--- config.mk ---
export PLATFORM = sky130hd
export DESIGN_NAME = zdgpo_top
export DESIGN_NICKNAME = d
export VERILOG_FILES = /design/src/zdgpo_pkg.sv /design/src/zdgpo_zero_chan.sv /design/src/zdgpo_top.sv
export SDC_FILE = /design/constraint.sdc
export NUM_CORES = 1
export LEC_CHECK = 0
export BUFFER_PORTS_ARGS = -buffer_cell sky130_fd_sc_hd__buf_2
export CAP_MARGIN = 20
export CORE_ASPECT_RATIO = 0.75
export CORE_MARGIN = 8
export CORE_UTILIZATION = 51
export CTS_CLUSTER_SIZE = 24
export DETAILED_ROUTE_END_ITERATION = 16
export GPL_ROUTABILITY_DRIVEN = 0
export GPL_TIMING_DRIVEN = 0
export PLACE_DENSITY_LB_ADDON = 0.2
export SLEW_MARGIN = 0
export SYNTH_ARGS = -nofsm -noshare
export SYNTH_HDL_FRONTEND = slang
export SYNTH_HIERARCHICAL = 1
export SYNTH_SLANG_ARGS = --single-unit
--- constraint.sdc ---
create_clock -name clock -period 3.95 [get_ports clock]
set_input_delay 0.79 -clock clock [delete_from_list [all_inputs] [get_ports clock]]
set_output_delay 0.79 -clock clock [all_outputs]
set_load 0.02 [all_outputs]
--- src/zdgpo_pkg.sv ---
package zdgpo_pkg;

  // ==========================================================================
  // Control word layout
  // ==========================================================================
  localparam int unsigned RW_BIT         = 15;
  localparam int unsigned INDEX_MSB      = 14;
  localparam int unsigned INDEX_LSB      = 8;
  localparam logic [6:0]  REG_INDEX_OSGP = 7'h0C;
  localparam int unsigned OVER_BIT       = 7;
  localparam int unsigned GP_EN_BIT      = 6;
  localparam int unsigned GP_LEVEL_LSB   = 0;
  localparam int unsigned NUM_CHAN       = 6;
  localparam logic [7:0]  CTRL_RESET     = 8'h00;

  // ==========================================================================
  // System clock ratio codes and oversampling rates
  // ==========================================================================
  localparam logic [2:0] RATIO_128 = 3'h0;
  localparam logic [2:0] RATIO_192 = 3'h1;
  localparam logic [2:0] RATIO_256 = 3'h2;
  localparam logic [2:0] RATIO_384 = 3'h3;
  localparam logic [2:0] RATIO_512 = 3'h4;
  localparam logic [2:0] RATIO_768 = 3'h5;
  localparam logic [7:0] OSR_32X   = 8'h20;
  localparam logic [7:0] OSR_64X   = 8'h40;
  localparam logic [7:0] OSR_128X  = 8'h80;
  localparam logic [7:0] OSR_RESET = 8'h40;

  // ==========================================================================
  // Zero detection
  // ==========================================================================
  localparam int unsigned ZERO_RUN_FRAMES = 1024;
  localparam int unsigned ZERO_CNT_W      = 11;

endpackage

--- src/zdgpo_zero_chan.sv ---
`timescale 1ns/1ps
module zdgpo_zero_chan #(
  parameter int unsigned RUN_FRAMES = zdgpo_pkg::ZERO_RUN_FRAMES
) (
  // Clock and reset
  input  wire logic clock,
  input  wire logic reset,
  // Frame events
  input  wire logic frame_tick,
  input  wire logic sample_zero,
  // Detection result
  output logic      in_zero
);

  typedef struct packed {
    logic [zdgpo_pkg::ZERO_CNT_W-1:0] count;
    logic                             flag;
  } zdgpo_chan_s;

  localparam logic [zdgpo_pkg::ZERO_CNT_W-1:0] RUN_MAX =
    zdgpo_pkg::ZERO_CNT_W'(RUN_FRAMES);

  zdgpo_chan_s st;
  zdgpo_chan_s next_st;

  // ==========================================================================
  // Zero run counter
  // ==========================================================================
  // The counter saturates so a long silence never wraps back out of the
  // zero-detect condition.
  always_comb begin
    next_st = st;
    if (frame_tick) begin
      if (!sample_zero) begin
        next_st.count = '0;
        next_st.flag  = 1'b0;
      end else if (st.count != RUN_MAX) begin
        next_st.count = st.count + 1'b1;
        next_st.flag  = (st.count == RUN_MAX - 1'b1);
      end
    end
  end

  always_ff @(posedge clock or posedge reset) begin
    if (reset) begin
      st <= '0;
    end else begin
      st <= next_st;
    end
  end

  assign in_zero = st.flag;

  // ==========================================================================
  // Checks
  // ==========================================================================
  a_flag_full_run: assert property (
    @(posedge clock) disable iff (reset) st.flag |-> st.count == RUN_MAX)
    else $error("zero flag set before a full run of zero frames");

  a_flag_entry: assert property (
    @(posedge clock) disable iff (reset)
    (frame_tick && sample_zero && st.count == RUN_MAX - 1'b1) |=> st.flag)
    else $error("zero flag not set at end of zero run");

  a_nonzero_restart: assert property (
    @(posedge clock) disable iff (reset)
    (frame_tick && !sample_zero) |=> !st.flag && st.count == '0)
    else $error("nonzero sample did not restart the zero run");

endmodule

--- src/zdgpo_top.sv ---
`timescale 1ns/1ps
// Overview of operation
// - Top control bit: zero write, one read.
// - High clock ratios: 64x, or 128x when set.
// - Low clock ratios: 32x, or 64x when set.
// - Enable picks zero flags or general levels.
// - Six resettable general-output level bits drive pins.
// - Zero condition after 1024 zero frames.
// - Zero condition drives channel flag active.
// - Combined flag is AND of six flags.
// - Polarity bit inverts the flag active level.
module zdgpo_top #(
  parameter int unsigned DATA_W     = 24,
  parameter int unsigned RUN_FRAMES = zdgpo_pkg::ZERO_RUN_FRAMES
) (
  // Clock and reset
  input  wire logic                                   clock,
  input  wire logic                                   reset,
  // Control word port
  input  wire logic                                   ctrl_strobe,
  input  wire logic [15:0]                            ctrl_word,
  output logic                                        rd_valid,
  output logic [15:0]                                 rd_data,
  // Configuration from neighbouring logic
  input  wire logic [2:0]                             sysclk_ratio,
  input  wire logic                                   zero_polarity_invert,
  output logic [7:0]                                  oversample_rate,
  // Audio frame
  input  wire logic                                   frame_clock,
  input  wire logic [zdgpo_pkg::NUM_CHAN*DATA_W-1:0]  chan_data,
  // Flag and general-purpose pins
  output logic [zdgpo_pkg::NUM_CHAN-1:0]              chan_zero_flag,
  output logic                                        all_zero_flag
);

  localparam int unsigned NC = zdgpo_pkg::NUM_CHAN;

  typedef struct packed {
    logic [7:0]    ctrl;
    logic [2:0]    fsync;
    logic [NC-1:0] pins;
    logic          all_zero;
    logic          rd_valid;
    logic [15:0]   rd_data;
    logic [7:0]    osr;
  } zdgpo_top_s;

  zdgpo_top_s    st;
  zdgpo_top_s    next_st;
  logic          frame_tick;
  logic [NC-1:0] chan_zero;
  logic [NC-1:0] sample_zero;
  logic          hit;
  logic          gp_out_enable;
  logic [NC-1:0] gp_out_level;

  // ==========================================================================
  // Helpers
  // ==========================================================================
  function automatic logic ratio_is_low(input logic [2:0] r);
    ratio_is_low = (r == zdgpo_pkg::RATIO_128) ||
                   (r == zdgpo_pkg::RATIO_192);
  endfunction

  // Unlisted ratio codes are treated like the high group so the rate is
  // never undefined.
  function automatic logic [7:0] osr_of(input logic [2:0] r,
                                        input logic       over);
    if (ratio_is_low(r)) begin
      osr_of = over ? zdgpo_pkg::OSR_64X : zdgpo_pkg::OSR_32X;
    end else begin
      osr_of = over ? zdgpo_pkg::OSR_128X : zdgpo_pkg::OSR_64X;
    end
  endfunction

  assign hit = ctrl_strobe &&
    (ctrl_word[zdgpo_pkg::INDEX_MSB:zdgpo_pkg::INDEX_LSB] ==
     zdgpo_pkg::REG_INDEX_OSGP);
  assign frame_tick    = st.fsync[1] && !st.fsync[2];
  assign gp_out_enable = st.ctrl[zdgpo_pkg::GP_EN_BIT];
  assign gp_out_level  = st.ctrl[zdgpo_pkg::GP_LEVEL_LSB +: NC];

  // ==========================================================================
  // Per-channel zero detectors
  // ==========================================================================
  genvar g;
  generate
    for (g = 0; g < NC; g++) begin : g_chan
      assign sample_zero[g] = (chan_data[g*DATA_W +: DATA_W] == '0);
      zdgpo_zero_chan #(
        .RUN_FRAMES (RUN_FRAMES)
      ) u_zero (
        .clock       (clock),
        .reset       (reset),
        .frame_tick  (frame_tick),
        .sample_zero (sample_zero[g]),
        .in_zero     (chan_zero[g])
      );
    end
  endgenerate

  // ==========================================================================
  // Register, pin and rate logic
  // ==========================================================================
  // The frame clock is a pin, so it is synchronised before the edge detect;
  // channel data must be stable around the sampled edge.
  always_comb begin
    next_st          = st;
    next_st.fsync    = {st.fsync[1:0], frame_clock};
    next_st.rd_valid = 1'b0;
    if (hit && !ctrl_word[zdgpo_pkg::RW_BIT]) begin
      next_st.ctrl = ctrl_word[7:0];
    end
    if (hit && ctrl_word[zdgpo_pkg::RW_BIT]) begin
      next_st.rd_valid = 1'b1;
      next_st.rd_data  = {1'b0, zdgpo_pkg::REG_INDEX_OSGP, st.ctrl};
    end
    next_st.osr = osr_of(sysclk_ratio,
                         st.ctrl[zdgpo_pkg::OVER_BIT]);
    if (gp_out_enable) begin
      next_st.pins = gp_out_level;
    end else begin
      next_st.pins = chan_zero ^ {NC{zero_polarity_invert}};
    end
    next_st.all_zero = (&chan_zero) ^ zero_polarity_invert;
  end

  always_ff @(posedge clock or posedge reset) begin
    if (reset) begin
      st          <= '0;
      st.ctrl     <= zdgpo_pkg::CTRL_RESET;
      st.osr      <= zdgpo_pkg::OSR_RESET;
    end else begin
      st <= next_st;
    end
  end

  assign rd_valid        = st.rd_valid;
  assign rd_data         = st.rd_data;
  assign oversample_rate = st.osr;
  assign chan_zero_flag  = st.pins;
  assign all_zero_flag   = st.all_zero;

  // ==========================================================================
  // Checks
  // ==========================================================================
  a_write_stores: assert property (
    @(posedge clock) disable iff (reset)
    (hit && !ctrl_word[15]) |=> st.ctrl == $past(ctrl_word[7:0]))
    else $error("register write not stored");

  a_read_returns: assert property (
    @(posedge clock) disable iff (reset)
    (hit && ctrl_word[15]) |=> rd_valid && rd_data[7:0] == $past(st.ctrl))
    else $error("register read did not return contents");

  a_write_no_read: assert property (
    @(posedge clock) disable iff (reset)
    !(ctrl_strobe && ctrl_word[15]) |=> !rd_valid)
    else $error("read answer without a read request");

  a_rate_high: assert property (
    @(posedge clock) disable iff (reset)
    !ratio_is_low(sysclk_ratio) |=>
      oversample_rate == ($past(st.ctrl[7]) ? 8'h80 : 8'h40))
    else $error("wrong oversampling for high clock ratio");

  a_rate_low: assert property (
    @(posedge clock) disable iff (reset)
    ratio_is_low(sysclk_ratio) |=>
      oversample_rate == ($past(st.ctrl[7]) ? 8'h40 : 8'h20))
    else $error("wrong oversampling for low clock ratio");

  a_gp_pins: assert property (
    @(posedge clock) disable iff (reset)
    gp_out_enable |=> chan_zero_flag == $past(gp_out_level))
    else $error("general outputs not on the pins");

  a_flag_pins: assert property (
    @(posedge clock) disable iff (reset)
    !gp_out_enable |=>
      chan_zero_flag ==
        ($past(chan_zero) ^ {NC{$past(zero_polarity_invert)}}))
    else $error("zero flags not on the pins");

  a_all_zero: assert property (
    @(posedge clock) disable iff (reset)
    1'b1 |=> all_zero_flag ==
      ((&$past(chan_zero)) ^ $past(zero_polarity_invert)))
    else $error("combined flag is not the AND of flags");

  a_nonzero_clears: assert property (
    @(posedge clock) disable iff (reset)
    (frame_tick && !(&sample_zero)) |=> ##1
      all_zero_flag == zero_polarity_invert)
    else $error("nonzero sample did not clear the combined flag");

  // A refused index must leave no trace, since the port is shared with the
  // neighbouring registers.
  a_index_refused: assert property (
    @(posedge clock) disable iff (reset)
    (ctrl_strobe && !hit) |=> st.ctrl == $past(st.ctrl) && !rd_valid)
    else $error("access to another index was taken");

  a_read_keeps: assert property (
    @(posedge clock) disable iff (reset)
    (hit && ctrl_word[15]) |=> st.ctrl == $past(st.ctrl))
    else $error("register read changed the contents");

  a_tick_single: assert property (
    @(posedge clock) disable iff (reset)
    frame_tick |=> !frame_tick)
    else $error("one frame edge counted twice");

  a_rate_legal: assert property (
    @(posedge clock) disable iff (reset)
    oversample_rate == zdgpo_pkg::OSR_32X ||
    oversample_rate == zdgpo_pkg::OSR_64X ||
    oversample_rate == zdgpo_pkg::OSR_128X)
    else $error("oversampling rate outside the three settings");

  c_write:    cover property (@(posedge clock) hit && !ctrl_word[15]);
  c_read:     cover property (@(posedge clock) rd_valid);
  c_all_zero: cover property (@(posedge clock) &chan_zero);
  c_gp_mode:  cover property (@(posedge clock) gp_out_enable && |gp_out_level);
  c_invert:   cover property (@(posedge clock)
                zero_polarity_invert && (&chan_zero));

endmodule

==> summary.txt <==
STA
  – Fmax achieved: ~380 MHz
  – Worst relative slew slack: 44.7%
  – Post-layout min period: between 2 and 3 ns
  – Period utilization: 66.1%
  – RSZ-0062 raised after global routing: no
  – Actual slew at the worst max-slew pin: just over 0.8 ns
  – Max-slew violations: 0
  – Final Hold Viols: 0
  – Skew final: between 0.008 and 0.009 ns
  – Hold slack final: between 0.3 and 0.4 ns
  – Setup TNS: 0 ns
  – Final setup viols: 0

Power and ir drop
  – NetSw: 495 µW
  – Pwr per Cell Area: between 200 and 300 nW/µm²
  – Leak: 0.00358 µW
  – Comb pwr share: 9.6%
  – Seq pwr share: between 40% and 50%
  – Maximum vdd ir drop: around 200 µV
  – Clock network power share: 40.9%
  – Net Sw Frac: a little under a quarter
  – Cell internal pwr: around 1700 µW

Setup path
  – Startpoint types: primary input
  – Reg2reg setup slack: roughly 1.8 ns
  – Worst path max stage delay: 0.72 ns
  – FF-to-FF path depth: 7
  – CP required: between 4 and 5 ns
  – Cell chain of the critical path: buf_2 -> nor4_1 -> nand4_1 -> nor2_1 -> buf_4 -> clkinv_1 -> o41ai_4 -> o21ai_1 -> o31ai_1
  – Critical path capture point type: flip-flop
  – Setup Crit Path Kind: in2reg
  – Worst EP arrival: approximately 2.9 ns
  – Worst reg2reg endpoint: g_chan[4].u_zero/st[4]
  – Critical register-to-register path startpoint: st[34]
  – Worst-path fanout max: 10
  – Slowest cell on crit path: o41ai_4

Clock tree
  – CTS Buffer Depth: 2
  – Clk_lat worst skew: about 0.34 ns
  – Sink Count: between 100 and 150
  – H-tree depth: 3
  – Clk slew on worst S/H paths: about 0.07 ns
  – Clock buffer count from CTS: 9
  – CTS tree: done
  – Post-CTS Setup Inserts: 0
  – Hold_buf cts: 0
  – Root Buffer: clkbuf_16
  – Cts repair resizes: 0

Status
  – Outcome: finished clean

Die
  – I/O pin count: 200
  – Die Area: 15500 µm²
  – Starting Density: a little over half
  – Core region area: about 12000 µm²
  – # rows: 34
  – Vert. Die Dim: 110 µm
  – Die W: 141 µm

Worst hold path
  – Depth of the worst hold-timing path: 0
  – Hold Crit Endpoint: next_st[34]
  – HP Class: reg2reg
  – Worst hold start: next_st[33]

Route
  – Final Routed Wirelength: about 16000 µm
  – Via count: between 5k and 6k
  – # DRC: 0
  – Vias/cell: 5.52
  – Routed len/inst: around 16 µm
  – Initial DRC Count: roughly 360
  – Post-route ant nets: 0
  – DR pass1 iterations: 5

Global route
  – Total global routing overflow: 0
  – Total track usage: between 20% and 30%
  – Initial antenna violation count: 0
  – First-pass GRT wire length: 25700 µm
  – Vias in the first global route: roughly 5.4k
  – Largest net degree at the start of global routing: 23

Cells and area
  – Post-layout nets: slightly above 1k
  – Register Area: between 2000 and 3000 µm²
  – FILL cells: approximately 900
  – Multi-input gate area: around 2900 µm²
  – Layout cells sized above 1: 35.6%
  – Number of diodes: 0
  – P&R area growth vs syn: 25.3%

Yosys
  – Most frequent cell after synthesis: dfrtp_1
  – Post-synth EDFFs: 0
  – Synthesized area: 6000 µm²
  – XOR/XNOR Fraction of Synth Area: 1.02%
  – Top area cells in the synthesized netlist: dfrtp_1 (43%), buf_4 (4.8%), nor4_1 (4.0%)
  – Sequential area share after synthesis: between 40% and 50%
  – Multiplexer share of the synthesized area: under 10%
  – Mean Syn Cell Area: around 10 µm²
  – #FFs+latches synth: about 100
  – Simple-gate share of the synthesized area: 20.9%
  – Largest family of logic cells by synthesized area: simple AND/OR/NAND/NOR gates
  – Ys async rst share: between 90% and 100%
  – Adder-Cell Fraction of Synth Area: roughly 2.9%
  – Yosys top cell by area: dfrtp_1
  – Synth Area in Compound Gates: between 10% and 20%
  – Distinct cells, synth: 47
  – Primary FF master, synth: dfrtp_1
  – Share of the synthesized area in the top cell type: around 43%
  – Ys Warns: 6
  – Post-synthesis instance total: slightly above 600
  – Most instantiated cells after synthesis: dfrtp_1 (102), nand2_1 (58), inv_1 (39)

Placement
  – # port buffers: ~190
  – HPWL after detailed placement: between 10000 and 15000 µm

Run
  – Max cap viols: 0
==> power by group through the flow <==
| stage | Sequential [µW] | Combinational, µW | Clock (µW) |
|---|---|---|---|
| 6_report | 1070 | 209 | 888 |
| 2_1_floorplan | 1090 | 96.0 | 0 |
| 3_3_place_gp | 1090 | 199 | 0 |
| 3_5_place_dp | 1090 | 209 | 0 |
| 4_1_cts | 1070 | 210 | 901 |
| 5_1_grt | 1070 | 231 | 946 |
==> sequential cells by signal, summed over array words and instances (netlist names) <==
| register | flops |
|---|---|
| oversample_rate | 3 |
| rd_data | 9 |
| chan_zero_flag | 6 |
| next_st | 2 |
| gp_out_enable | 1 |
| st | 2 |
| g_chan.u_zero/st | 66 |
| gp_out_level | 6 |
| rd_valid | 1 |
| all_zero_flag | 1 |
| g_chan.u_zero/in_zero | 6 |
==> critical path, delay by kind of cell <==
kind	cells	cell delay (ns)
compound gates	3	0.99
buf+inv	3	0.53
simple gates	3	0.55
==> worst max path at each step <==
stage	start	end	slack (ns)	cells past startpoint
6_report	chan_data[67]	g_chan[2].u_zero/st[10]	1.34	9
2_1_floorplan	st[34]	g_chan[4].u_zero/st[8]	0.60	6
5_1_grt	chan_data[1]	g_chan[0].u_zero/st[4]	1.14	9
3_5_place_dp	chan_data[67]	g_chan[2].u_zero/st[10]	1.00	9
4_1_cts	chan_data[67]	g_chan[2].u_zero/st[10]	1.37	9
3_3_place_gp	st[34]	g_chan[4].u_zero/st[4]	-0.68	6
==> area by class of cell <==
| cell class | count | area share [%] |
|---|---|---|
| Tap cell | 162 | 2.70 |
| Buffer | 53 | 4.88 |
| Clock buffer | 12 | 3.28 |
| Inverter | 43 | 2.15 |
| Clock inverter | 3 | 0.583 |
| Sequential cell | 103 | 34.3 |
| Multi-Input combinational cell | 427 | 39.1 |
| Timing Repair Buffer | 188 | 13.0 |
==> metrics by stage <==
stage / setup slack, ns / util [%] / power [µW] / instances / cell area, µm²
floorplan: 0.603 / - / 1190 / 626 / 6040
global placement: -0.678 / 62.2 / 1290 / 974 / 7170
detailed placement: 1.00 / 62.7 / 1300 / 976 / 7220
CTS: 1.37 / 65.2 / 2190 / 991 / 7510
global route: 1.14 / 65.2 / 2250 / 991 / 7510
finish: 1.34 / 65.2 / 2170 / 991 / 7510
==> kinds of logic (layout without fill, tap and decap cells) <==
group | count (synthesis) | after routing
multiplexers | 16 | 16
adder cells (fa/ha/maj) | 14 | 14
AND/OR/NAND/NOR | 219 | 219
flip-flops | 103 | 103
buffers and inverters | 96 | 299
AO/OA/AOI/OAI | 160 | 160
other | 1 | 11
XOR/XNOR | 7 | 7
==> cells in the final DEF, fill, tap and decap left out, types with 25 or more instances in the layout <==
cell type  instances
buf_2            186
buf_4             38
dfrtp_1          102
inv_1             39
nand2_1           58
nand3_1           25
nor4_1            38
o21ai_0           36
o21ai_1           32
o31ai_1           26
==> metal layers <==
layer / track usage, % / routed length (µm) / vias up
met1: 25.4 / 6910 / 2605
met4: 5.81 / 228 / 0
met5: 0 / 0 / -
li1: - / - / 2659
met3: 5.12 / 904 / 25
met2: 34.2 / 7940 / 181
Note: power is estimated with default switching activity, not from simulation.
